==> src/rtl/flb_pkg.sv <==
package flb_pkg;

	// Pointer values that select a fuse or lock byte during an armed load.
	localparam logic [15:0] FLB_Z_FUSE_LOW = 16'h0000;
	localparam logic [15:0] FLB_Z_LOCK = 16'h0001;
	localparam logic [15:0] FLB_Z_FUSE_EXT = 16'h0002;
	localparam logic [15:0] FLB_Z_FUSE_HIGH = 16'h0003;

	// Arming windows in CPU cycles, counted from the cycle after the control write.
	localparam logic [2:0] FLB_LOAD_WINDOW = 3'h3;
	localparam logic [2:0] FLB_STORE_WINDOW = 3'h4;

	// Pointer field positions.
	localparam int FLB_Z_PAGE_MSB = 13;
	localparam int FLB_Z_PAGE_LSB = 7;
	localparam int FLB_Z_WORD_MSB = 6;
	localparam int FLB_Z_WORD_LSB = 1;
	localparam int FLB_PAGE_W = 7;
	localparam int FLB_WORD_W = 6;
	localparam int FLB_PC_W = 13;

	// Lock byte layout: two unused top bits read as one (unprogrammed).
	localparam logic [1:0] FLB_LOCK_PAD = 2'h3;
	// Extended fuse byte: upper four bits undefined, read as one.
	localparam logic [3:0] FLB_EXT_PAD = 4'hf;

	// Boot section starts, by boot-size select code.
	localparam logic [12:0] FLB_BOOT_START_128 = 13'h1f80;
	localparam logic [12:0] FLB_BOOT_START_256 = 13'h1f00;
	localparam logic [12:0] FLB_BOOT_START_512 = 13'h1e00;
	localparam logic [12:0] FLB_BOOT_START_1024 = 13'h1c00;
	localparam logic [12:0] FLB_RWW_LAST = 13'h1bff;
	localparam logic [12:0] FLB_HALTING_WRITE_SECTION_FIRST = 13'h1c00;

	// Flash write time, printed in microseconds, converted to cycles at 125 MHz.
	localparam longint FLB_CLK_HZ = 125000000;
	localparam longint FLB_WRITE_MIN_US = 3700;
	localparam longint FLB_WRITE_MAX_US = 4500;
	localparam longint FLB_WRITE_MIN_CYC = (FLB_WRITE_MIN_US * FLB_CLK_HZ + 999999) / 1000000;
	localparam longint FLB_WRITE_MAX_CYC = (FLB_WRITE_MAX_US * FLB_CLK_HZ) / 1000000;
	// Nominal: midway between the two bounds.
	localparam longint FLB_WRITE_NOM_CYC = (FLB_WRITE_MIN_CYC + FLB_WRITE_MAX_CYC) / 2;
	localparam int FLB_TMR_W = 20;

	// Sequencer states.
	typedef enum logic [1:0] {
		FLB_IDLE = 2'b00,
		FLB_ARMED = 2'b01,
		FLB_WRITING = 2'b10
	} flb_state_t;

	// Flash write kinds.
	typedef enum logic [1:0] {
		FLB_OP_NONE = 2'b00,
		FLB_OP_ERASE = 2'b01,
		FLB_OP_WRITE = 2'b10,
		FLB_OP_LOCK = 2'b11
	} flb_op_t;

	// Control register write from the CPU.
	typedef struct packed {
		logic pageWriteBit;
		logic pageEraseBit;
		logic lockSetBit;
		logic rwwReenableBit;
		logic selfProgEnableBit;
	} flb_ctrl_t;

	// Fuse and lock store contents (zero means programmed).
	typedef struct packed {
		logic [7:0] fuseLowBits;
		logic [7:0] fuseHighBits;
		logic [3:0] fuseExtendedBits;
		logic [5:0] lockBits;
	} flb_fuses_t;

	// Decoded flash command going to the array.
	typedef struct packed {
		flb_op_t op;
		logic [FLB_PAGE_W-1:0] pageSelectField;
		logic [FLB_WORD_W-1:0] wordSelectField;
	} flb_cmd_t;

endpackage : flb_pkg

==> src/rtl/flb_boot_map.sv <==
`timescale 1ns/1ns
// Decodes section membership of a word address from the boot-size fuses.
module flb_boot_map
	import flb_pkg::*;
(
	input wire logic bootSizeSelHi,
	input wire logic bootSizeSelLo,
	input wire logic [FLB_PC_W-1:0] wordAddr,
	output logic [FLB_PC_W-1:0] bootStart,
	output logic inBootSection,
	output logic inRwwSection
);

	// Boot start address from the two select fuses.
	always_comb begin
		case ({bootSizeSelHi, bootSizeSelLo})
			2'b11: bootStart = FLB_BOOT_START_128;
			2'b10: bootStart = FLB_BOOT_START_256;
			2'b01: bootStart = FLB_BOOT_START_512;
			default: bootStart = FLB_BOOT_START_1024;
		endcase
	end

	// Boot section runs up to the top of flash; the section split is fixed.
	assign inBootSection = (wordAddr >= bootStart);
	assign inRwwSection = (wordAddr <= FLB_RWW_LAST);

endmodule : flb_boot_map

==> src/rtl/flb_fuse_lock_seq.sv <==
`timescale 1ns/1ns
// Summary of operation
// - Armed load at pointer one returns lock bits.
// - Arm bits self-clear on read or timeout.
// - Unarmed load reads program memory normally.
// - Lock byte bits five to zero ordered.
// - Pointer zero returns fuse low byte.
// - Pointer three returns fuse high byte.
// - Pointer two returns extended fuse nibble.
// - Programmed bits read zero, unprogrammed one.
// - Reset with power good does not abort a running write.
// - Flash writes last between 3.7 and 4.5 ms.
// - Boot fuses select boot section size.
// - Fixed read-while-write and halting section split.
// - Page select comes from pointer bits 13:7.
// - Pointer bits 6:1 pick buffer word.
// - Pointer bits 15:14 ignored except by armed fuse loads; bit zero byte-selects loads.
// - Busy flag holds until re-enable after programming.
module flb_fuse_lock_seq
	import flb_pkg::*;
#(
	parameter longint WRITE_CYCLES = FLB_WRITE_NOM_CYC
)(
	input wire logic clk_sys,
	input wire logic arst_n,
	input wire logic powerGood,
	input wire logic ctrlWrite,
	input wire flb_ctrl_t ctrlData,
	input wire logic loadStrobe,
	input wire logic storeStrobe,
	input wire logic [15:0] zPointer,
	input wire logic [15:0] progMemWord,
	input wire flb_fuses_t fuseStore,
	input wire logic eepromWriteBusyBit,
	output logic [7:0] loadData,
	output logic loadDone,
	output logic selfProgEnableBit,
	output logic lockSetBit,
	output logic rwwBusyFlag,
	output logic flashBusy,
	output flb_cmd_t flashCmd,
	output logic flashCmdValid,
	output logic [FLB_PC_W-1:0] bootStart,
	output logic zInBootSection,
	output logic zInRwwSection
);

	// Sequencer state, arming window counter and write timer.
	flb_state_t state_q, state_d;
	logic [2:0] win_q, win_d;
	logic lockSet_q, lockSet_d;
	logic self_prog_enable_bit_q, self_prog_enable_bit_d;
	logic [2:0] armCmd_q, armCmd_d; // Erase, write, re-enable bits latched at arming.
	logic [FLB_TMR_W-1:0] tmr_q, tmr_d;
	logic rwwBusy_q, rwwBusy_d;
	flb_cmd_t cmd_q, cmd_d;
	logic cmdValid_q, cmdValid_d;
	logic [7:0] data_q, data_d;
	logic done_q, done_d;
	// Pending write that must survive a reset; a powered reset cannot abort it.
	logic pendWrite_q;
	logic [FLB_TMR_W-1:0] pendTmr_q;
	logic resume_q; // Set while reset is held, cleared on the first edge after it.
	logic [12:0] zWordAddr; // Word address from the pointer.
	logic [7:0] fuseByte; // Selected fuse or lock byte.
	logic [7:0] progByte; // Ordinary program memory byte.
	logic armedRead; // Both arm bits set, read window open.
	logic writeEnd; // Write timer reaches its end this cycle.

	localparam logic [FLB_TMR_W-1:0] WriteCycles = FLB_TMR_W'(WRITE_CYCLES);

	// Word address ignores the two top pointer bits and the byte bit.
	assign zWordAddr = zPointer[FLB_Z_PAGE_MSB:FLB_Z_WORD_LSB];

	// Section decode of the current pointer.
	flb_boot_map u_map (
		.bootSizeSelHi(fuseStore.fuseHighBits[2]),
		.bootSizeSelLo(fuseStore.fuseHighBits[1]),
		.wordAddr(zWordAddr),
		.bootStart(bootStart),
		.inBootSection(zInBootSection),
		.inRwwSection(zInRwwSection)
	);

	// Byte select of an ordinary load: bit zero picks the high byte.
	assign progByte = zPointer[0] ? progMemWord[15:8] : progMemWord[7:0];

	// Fuse and lock byte selection; stored bits are raw, zero means programmed.
	always_comb begin
		case (zPointer[1:0])
			FLB_Z_FUSE_LOW[1:0]: fuseByte = fuseStore.fuseLowBits;
			FLB_Z_LOCK[1:0]: fuseByte = {FLB_LOCK_PAD, fuseStore.lockBits};
			FLB_Z_FUSE_EXT[1:0]: fuseByte = {FLB_EXT_PAD, fuseStore.fuseExtendedBits};
			FLB_Z_FUSE_HIGH[1:0]: fuseByte = fuseStore.fuseHighBits;
			default: fuseByte = fuseStore.fuseLowBits;
		endcase
	end

	assign armedRead = (state_q == FLB_ARMED) && lockSet_q && self_prog_enable_bit_q
		&& (win_q < FLB_LOAD_WINDOW);
	assign writeEnd = (tmr_q == FLB_TMR_W'(1));

	// Next-state logic for arming, reading and flash write timing.
	always_comb begin
		state_d = state_q;
		win_d = win_q;
		lockSet_d = lockSet_q;
		self_prog_enable_bit_d = self_prog_enable_bit_q;
		armCmd_d = armCmd_q;
		tmr_d = tmr_q;
		rwwBusy_d = rwwBusy_q;
		cmd_d = cmd_q;
		cmdValid_d = 1'b0;
		data_d = data_q;
		done_d = 1'b0;
		// Every load answers one cycle later, except a load on the edge that resumes a write after reset.
		if (loadStrobe) begin
			done_d = 1'b1;
			data_d = (armedRead && (zPointer[15:2] == FLB_Z_FUSE_LOW[15:2]))
				? fuseByte : progByte;
		end
		case (state_q)
			FLB_IDLE: begin
				// Control writes are refused while the EEPROM is writing.
				if (ctrlWrite && ctrlData.selfProgEnableBit && !eepromWriteBusyBit) begin
					state_d = FLB_ARMED;
					win_d = 3'h0;
					self_prog_enable_bit_d = 1'b1;
					lockSet_d = ctrlData.lockSetBit;
					armCmd_d = {ctrlData.pageEraseBit, ctrlData.pageWriteBit,
						ctrlData.rwwReenableBit};
				end
			end
			FLB_ARMED: begin
				win_d = win_q + 3'h1;
				if (lockSet_q && loadStrobe && armedRead) begin
					state_d = FLB_IDLE;
					lockSet_d = 1'b0;
					self_prog_enable_bit_d = 1'b0;
				end else if (storeStrobe && (win_q < FLB_STORE_WINDOW)) begin
					cmd_d.pageSelectField = zPointer[FLB_Z_PAGE_MSB:FLB_Z_PAGE_LSB];
					cmd_d.wordSelectField = zPointer[FLB_Z_WORD_MSB:FLB_Z_WORD_LSB];
					if (lockSet_q) begin
						cmd_d.op = FLB_OP_LOCK;
					end else if (armCmd_q[2]) begin
						cmd_d.op = FLB_OP_ERASE;
					end else if (armCmd_q[1]) begin
						cmd_d.op = FLB_OP_WRITE;
					end else begin
						cmd_d.op = FLB_OP_NONE; // Buffer fill or re-enable.
					end
					cmdValid_d = 1'b1;
					lockSet_d = 1'b0;
					if (lockSet_q || armCmd_q[2] || armCmd_q[1]) begin
						state_d = FLB_WRITING;
						tmr_d = WriteCycles;
						if (!lockSet_q && zWordAddr <= FLB_RWW_LAST) begin
							rwwBusy_d = 1'b1;
						end
					end else begin
						state_d = FLB_IDLE;
						self_prog_enable_bit_d = 1'b0;
						if (armCmd_q[0]) begin
							rwwBusy_d = 1'b0;
						end
					end
				end else if ((lockSet_q && win_q >= FLB_LOAD_WINDOW - 3'h1)
					|| (win_q >= FLB_STORE_WINDOW - 3'h1)) begin
					state_d = FLB_IDLE;
					lockSet_d = 1'b0;
					self_prog_enable_bit_d = 1'b0;
				end
			end
			FLB_WRITING: begin
				tmr_d = tmr_q - FLB_TMR_W'(1);
				if (writeEnd) begin
					state_d = FLB_IDLE;
					self_prog_enable_bit_d = 1'b0;
				end
			end
			default: begin
				state_d = FLB_IDLE;
			end
		endcase
	end

	// Sequencer registers; a running write is resumed after a reset with power good.
	always_ff @(posedge clk_sys or negedge arst_n) begin
		if (!arst_n) begin
			state_q <= FLB_IDLE;
			win_q <= 3'h0;
			lockSet_q <= 1'b0;
			self_prog_enable_bit_q <= 1'b0;
			armCmd_q <= 3'h0;
			tmr_q <= '0;
			rwwBusy_q <= 1'b0;
			cmd_q <= '0;
			cmdValid_q <= 1'b0;
			data_q <= 8'h00;
			done_q <= 1'b0;
		end else if (pendWrite_q && resume_q) begin
			// First cycle after a reset that hit a write: carry on timing it.
			state_q <= FLB_WRITING;
			tmr_q <= pendTmr_q;
			self_prog_enable_bit_q <= 1'b1;
			rwwBusy_q <= 1'b1;
		end else begin
			state_q <= state_d;
			win_q <= win_d;
			lockSet_q <= lockSet_d;
			self_prog_enable_bit_q <= self_prog_enable_bit_d;
			armCmd_q <= armCmd_d;
			tmr_q <= tmr_d;
			rwwBusy_q <= rwwBusy_d;
			cmd_q <= cmd_d;
			cmdValid_q <= cmdValid_d;
			data_q <= data_d;
			done_q <= done_d;
		end
	end

	// Shadow of the write state, not cleared by reset, so that a write completes.
	// It tracks the next state while running and freezes while reset is held;
	// a supply that is not good drops the pending write.
	always_ff @(posedge clk_sys) begin
		if (!arst_n) begin
			pendWrite_q <= pendWrite_q && powerGood;
			pendTmr_q <= pendTmr_q;
			resume_q <= 1'b1;
		end else begin
			pendWrite_q <= (state_d == FLB_WRITING) && powerGood;
			pendTmr_q <= tmr_d;
			resume_q <= 1'b0;
		end
	end

	assign loadData = data_q;
	assign loadDone = done_q;
	assign selfProgEnableBit = self_prog_enable_bit_q;
	assign lockSetBit = lockSet_q;
	assign rwwBusyFlag = rwwBusy_q;
	assign flashBusy = (state_q == FLB_WRITING);
	assign flashCmd = cmd_q;
	assign flashCmdValid = cmdValid_q;

endmodule : flb_fuse_lock_seq

==> config.mk <==
export PLATFORM = sky130hd
export DESIGN_NAME = flb_fuse_lock_seq
export DESIGN_NICKNAME = d
export VERILOG_FILES = /design/src/rtl/flb_pkg.sv /design/src/rtl/flb_boot_map.sv /design/src/rtl/flb_fuse_lock_seq.sv
export SDC_FILE = /design/constraint.sdc
export NUM_CORES = 1
export LEC_CHECK = 0
export ABC_AREA = 1
export BUFFER_PORTS_ARGS = -buffer_cell sky130_fd_sc_hd__buf_2
export CAP_MARGIN = 5
export CORE_ASPECT_RATIO = 0.7
export CORE_MARGIN = 4
export CORE_UTILIZATION = 50
export CTS_CLUSTER_SIZE = 8
export DETAILED_ROUTE_END_ITERATION = 10
export PLACE_DENSITY = 0.83
export SYNTH_ARGS = -nofsm -noshare
export SYNTH_HDL_FRONTEND = slang
export SYNTH_SLANG_ARGS = --single-unit
==> constraint.sdc <==
create_clock -name clk_sys -period 2.3 [get_ports clk_sys]
set_input_delay 0.23 -clock clk_sys [delete_from_list [all_inputs] [get_ports clk_sys]]
set_output_delay 0.23 -clock clk_sys [all_outputs]
set_load 0.01 [all_outputs]
* Yosys cells after proc, flatten, opt, wreduce, memory -nomap -nowiden
Cells that the tools add are included.
** Word-level totals
- Register bits :: 78
- Bits in latches :: 0
- Bits in writable memories :: 0
- Memory bits (read-only) :: 0
- Input bits :: 70
- Output and inout bits :: 44
- Memories kept :: 0
** Operators by class
- $add $sub $neg :: 2
- Multiply operators :: 0
- Div/mod/pow operators :: 0
- Order comparisons :: 6
- Equality and inequality tests :: 18
- Shift-type cells :: 0
- Muxes and demuxes :: 47
- Bitwise operators :: 2
- Reductions and logical operators :: 34
** Operators by type and width (count)
- 20-bit two-way mux :: 4
- 20-bit case mux with 2 select lines :: 1
- 8-bit case mux with 4 select lines :: 1
- 10-bit case mux with 3 select lines :: 1
- 1-bit two-way mux :: 23
- 20-bit by 1-bit equality test with 1-bit output, second input constant :: 1
- 2-bit two-way mux :: 10
- 20-bit by 1-bit subtractor with 20-bit output, second input constant :: 1
- 8-bit two-way mux :: 2
- 1-bit logical AND :: 14
- 14-bit logical NOT :: 1
- 13-bit >= comparator :: 1
- 13-bit <= comparator, second input constant :: 1
- 2-bit equality test, second input constant :: 6
- 5-bit AND reduction :: 2
- 4-bit AND reduction :: 2
- 2-bit by 1-bit equality test with 1-bit output, second input constant :: 3
- 3-bit by 2-bit >= comparator with 1-bit output, second input constant :: 2
- 3-bit by 1-bit inequality test with 1-bit output, second input constant :: 2
- 2-bit case mux with 3 select lines :: 1
- 3-bit case mux with 2 select lines :: 1
- 3-bit AND reduction :: 2
- 2-bit nonzero test :: 3
- 5-bit by 1-bit inequality test with 1-bit output, second input constant :: 1
- other kinds (18) :: 23

* Logic depth before layout (Yosys ltp)
- Depth in word-level cells :: 10
- Depth in mapped cells :: 13
- Mapped depth without buffers :: 13

* Hierarchy
From an unflattened synthesis, not the netlist that was laid out.
** Second synthesis, totals
- Cells, all modules :: 607
- Area total of the unflattened synthesis :: 4770.8 um^2
** By module, submodules not included
- flb_fuse_lock_seq :: instances 1, cells an instance 560, area each 4521.8 um^2
- flb_boot_map :: instances 1, cells an instance 47, area each 249.0 um^2

* Least setup slack after synthesis
No wires, ideal clock.
- Path type :: flip-flop to flip-flop
- From :: reg state_q[0]
- To :: reg pendTmr_q[17] (data pin)
- Library setup time :: 0.262 ns
- Data arrival time :: 1.581 ns
- Path slack :: 0.457 ns
- Cell stages (with the launch flop) :: 10
- Path buffers :: 1
- Cell sequence :: dfrtp_1 -> inv_1 -> ha_1 -> inv_1 -> nor2_4 -> inv_1 -> buf_2 -> nand2_1 -> nand2_2 -> o21bai_4
** Between the ends
- Word-level cells in the longest chain between the ends :: 7
- Elaborated cells between the ends (all ways) :: 8
- Classes of those cells :: eq/ne (2); mux (2); reduce/logical (4)
** RTL lines
- from (decl) :: line flb_fuse_lock_seq.sv:49 : flb_state_t state_q, state_d;
- from (signal assigned) :: line flb_fuse_lock_seq.sv:208 : state_q <= state_d;
- 2-bit by 1-bit equality test with 1-bit output :: line flb_fuse_lock_seq.sv:99, flb_fuse_lock_seq.sv:122
- 1-bit logical AND (2 in series) :: line flb_fuse_lock_seq.sv:99 : assign armedRead = (state_q == FLB_ARMED) && lockSet_q && self_prog_enable_bit_q
- 1-bit logical AND :: line flb_fuse_lock_seq.sv:100 : && (win_q < FLB_LOAD_WINDOW);
- 1-bit logical AND :: line flb_fuse_lock_seq.sv:136 : if (lockSet_q && loadStrobe && armedRead) begin
- 20-bit two-way mux :: line flb_fuse_lock_seq.sv:136
- 20-bit case mux with 2 select lines * :: line flb_fuse_lock_seq.sv:122 : case (state_q)
- net tmr_d[17] :: line flb_fuse_lock_seq.sv:54 : logic [FLB_TMR_W-1:0] tmr_q, tmr_d;
- to (signal assigned) :: line flb_fuse_lock_seq.sv:228 : pendTmr_q <= pendTmr_q;
- to (signal assigned) :: line flb_fuse_lock_seq.sv:232 : pendTmr_q <= tmr_d;
- to (decl) :: line flb_fuse_lock_seq.sv:62 : logic [FLB_TMR_W-1:0] pendTmr_q;
Mark *: on every way through the listed nets, which the timed path passes. The rest lies on a longest branch.
A chain may end at the register's enable or synchronous reset.

* Worst setup path in the final report
- From :: reg state_q[1]
- To :: reg pendTmr_q[17] (data pin)
Same word-level chain as after synthesis.

==> impl_metrics.toml <==
[global_routing]
busiest_layer = "met2"
grt_start_max_net_pins = 59
overflow = 0
use_met1_pct = 30.04
antenna_found_initial = 0
grt_use_met2_pct = 34.01
grtUsageTotal_pct = 21.81
grt_pass1_vias = 3918
grt_pass1_wl_um = 18170
use_met3_pct = 6.262

[finish]
areaGrowthSynthToFinish_pct = 20.16
instances_no_fill = 788
utilization_pct = 62.38
final_nets = 744
drive_gt1_share_pct = 23.35
diodes = 0

[detailed_routing]
viasPerCell = 5.208
drt-total-wl_um = 11180
dr.pass1.iters = 5
wire_per_inst_um = 14.19
drt_iter0_drc = 328
drtAntennaViolNets = 0
drc = 0
vias = 4104

[power_and_ir_drop]
swShare_pct = 40.98
clkPwrFrac_pct = 22.1
p_comb_share_pct = 40.0
p_seq_share_pct = 37.9
powerDensity_nw_per_um2 = 1112
peakVddDrop_mv = 0.8559
p_switching_mw = 2.421
totalPowerFinal_mw = 5.907
p_int_mw = 3.486
p_leak_nw = 2.758

[critical_path]
startpoint_type = "register"
ff2ff_setup_slack_ns = 0.23
reg2reg_from = "state_q[1]$_DFF_PN0_"
cp.arrival_ns = 2.15
end_kind = "register"
rr_worst_depth = 10
critPathKind = "register to register"
cp.required_ns = 2.38
crit_fanout = 10
worstReg2RegEnd = "pendTmr_q[17]$_DFFE_PP_"

[cts]
cts_sinks = 78
cts_resized = 0
worstSkewPairLatency_ns = 0.34
clock_path_buffers = 2
clockRootBuffer = "clkbuf_16"
cts_tree = "done"
cts.clk_slew.worst_paths_ns = 0.06
numCtsBuffers = 9
ctsHtreeMaxLevel = 3

[synthesis]
ys_ff_latch = 78
synth-edff-count = 20
synth_top_cell_area_share_pct = 31.71
synthTopCellsByArea = "dfrtp_1 32%, nand2_1 14%, edfxtp_1 14%, inv_1 5.1%, nor2_1 4.9%"
yosys.area.top_type = "dfrtp_1"
synth-seq-area-share_pct = 46.21
synthArstFlopShare_pct = 71.79
syn_inst = 557
synthFlopType = "dfrtp_1"
synth-warning-count = 0
syn_area_per_cell_um2 = 7.934
netlist_area_um2 = 4419
synth.distinct_cells = 46

[floorplan]
die_area_um2 = 10430
die_y_um = 86.66
fp-row-count = 28
io_pins = 114
die_width_um = 120.4
floorplan.initialDensity_pct = 51.91
coreArea_um2 = 8513

[run_status]
status = "finished, final reports clean"

[hold_path]
min_delay_path_depth = 3
min_path_type = "input port to register"
hold_start = "powerGood"
hold_end = "pendWrite_q$_DFF_P_"

[timing]
finalCritPeriodShare_pct = 89.89
hold_ws_ns = 0.1044
fin_skew_ns = 0.005550
slew_headroom_pct = 52.23
max_freq_mhz = 483.7
slew_viol_final = 0
tns_ns = 0
hold_viol = 0
worst_pin_slew_ns = 0.7166
setup-violations-final = 0
rsz0062_at_grt = "no"
fin_crit_ns = 2.067

[flow_run]
cap_viol_max_count = 0

[place]
dp_cells = 771
routabilityCongestion = 0.9890
port_buffers = 103
dp_hpwl_um = 8506
[metal layers]
metal	vias up	share of wire [%]
met1	1868	44
li1	2011	-
met3	21	9.2
met2	204	45
met4	0	1.6
met5	-	0
[cell type report]
class | instances | area, um2
Fill cell | 689 | 3203
Sequential cell | 78 | 2042
Multi-Input combinational cell | 400 | 2023
Timing Repair Buffer | 112 | 588.1
Inverter | 62 | 232.7
Clock buffer | 9 | 225.2
Tap cell | 120 | 150.1
Clock inverter | 7 | 48.80
[kinds of logic (layout without fill, tap and decap cells)]
| logic type | Yosys count | in the layout | synth area share (%) |
|---|---|---|---|
| adder cells (fa/ha/maj) | 11 | 11 | 3.114 |
| XOR/XNOR | 4 | 4 | 0.7927 |
| multiplexers | 2 | 2 | 0.4813 |
| other | 2 | 10 | 0.1699 |
| AND/OR/NAND/NOR | 284 | 284 | 27.86 |
| AO/OA/AOI/OAI | 89 | 89 | 12.68 |
| buffers and inverters | 87 | 190 | 8.692 |
| flip-flops | 78 | 78 | 46.21 |
[Yosys cell counts, drive strengths merged, types with 6 or more instances]
master and n:
a21oi 23, a31oi 6, buf 17, clkbuf 8, dfrtp 56, edfxtp 20
ha 11, inv 62, nand2 174, nand3 26, nand4 11, nor2 62
nor3 7, o211ai 10, o21ai 36
[metrics by stage]
stage	instance area [um2]	setup WS, ns
2_1_floorplan	4449	0.4568
3_3_place_gp	5026	0.3767
3_5_place_dp	5026	0.2725
4_1_cts	5310	0.2470
5_1_grt	5310	0.09104
6_report	5310	0.2326
[worst max-delay path, cell delays in order, from the launching register on]
cell and delay [ns]:
dfrtp_1 0.41, inv_1 0.12, ha_1 0.36, inv_2 0.11
nor2_2 0.13, nand3_2 0.14, nand3_2 0.13, inv_2 0.06
nand3_4 0.13, nand2_2 0.06, o21bai_4 0.17
[state kept, by name (all words and copies together) (netlist names), 2 cells and up]
| signal | flops |
|---|---|
| pendTmr_q | 20 |
| win_q | 3 |
| state_q | 2 |
| tmr_q | 20 |
| armCmd_q | 3 |
| flashCmd | 15 |
| loadData | 8 |
[worst max-delay path by stage]
stage	slack, ns	end	cells after the start	startpoint
floorplan	0.46	pendTmr_q[17]$_DFFE_PP_	9	state_q[0]$_DFF_PN0_
global placement	0.38	pendTmr_q[17]$_DFFE_PP_	10	state_q[1]$_DFF_PN0_
detailed placement	0.27	pendTmr_q[17]$_DFFE_PP_	10	state_q[1]$_DFF_PN0_
CTS	0.25	pendTmr_q[17]$_DFFE_PP_	10	state_q[1]$_DFF_PN0_
global route	0.09	flashCmd[2]$_DFFE_PN0P_	11	state_q[1]$_DFF_PN0_
finish	0.23	pendTmr_q[17]$_DFFE_PP_	10	state_q[1]$_DFF_PN0_
[layout by cell type, fill, tap and decap left out, types with 2 or more instances in the layout]
| cell | count |
|---|---|
| edfxtp_1 | 20 |
| nand2_1 | 168 |
| ha_1 | 11 |
| o22ai_2 | 2 |
| nand3_1 | 22 |
| nor2_1 | 58 |
| dfxtp_1 | 2 |
| buf_4 | 9 |
| nor3_1 | 6 |
| nand2_2 | 5 |
| o21ai_2 | 3 |
| inv_6 | 2 |
| o211ai_1 | 10 |
| inv_2 | 2 |
| o21ai_1 | 3 |
| a31oi_1 | 6 |
| nand3_2 | 3 |
| clkinv_1 | 2 |
| nor2_4 | 2 |
| conb_1 | 10 |
| nand4_1 | 10 |
| buf_2 | 102 |
| inv_1 | 60 |
| dfrtp_1 | 56 |
| a21oi_1 | 22 |
| clkinvlp_4 | 2 |
| nor2_2 | 2 |
| clkbuf_16 | 9 |
| or2_2 | 3 |
| xor2_1 | 4 |
| o21ai_0 | 30 |
| o22ai_1 | 3 |
| a221oi_1 | 2 |
[what timing repair did]
action / in CTS / in global routing
endpoints found under the setup margin: 0 / 0
setup buffers: 0 / 0
hold buffers: 1 / 0
hold endpoints to repair: 33 / 0
[power groups by stage]
| stage | registers, mW | clock network [mW] | logic (mW) |
|---|---|---|---|
| detailed placement | 2.24 | 0 | 2.33 |
| global placement | 2.23 | 0 | 2.25 |
| floorplan | 2.24 | 0 | 1.61 |
| finish | 2.24 | 1.31 | 2.36 |
| CTS | 2.23 | 1.33 | 2.35 |
| global route | 2.28 | 1.39 | 2.67 |
Note: power is estimated with default switching activity, not from simulation.
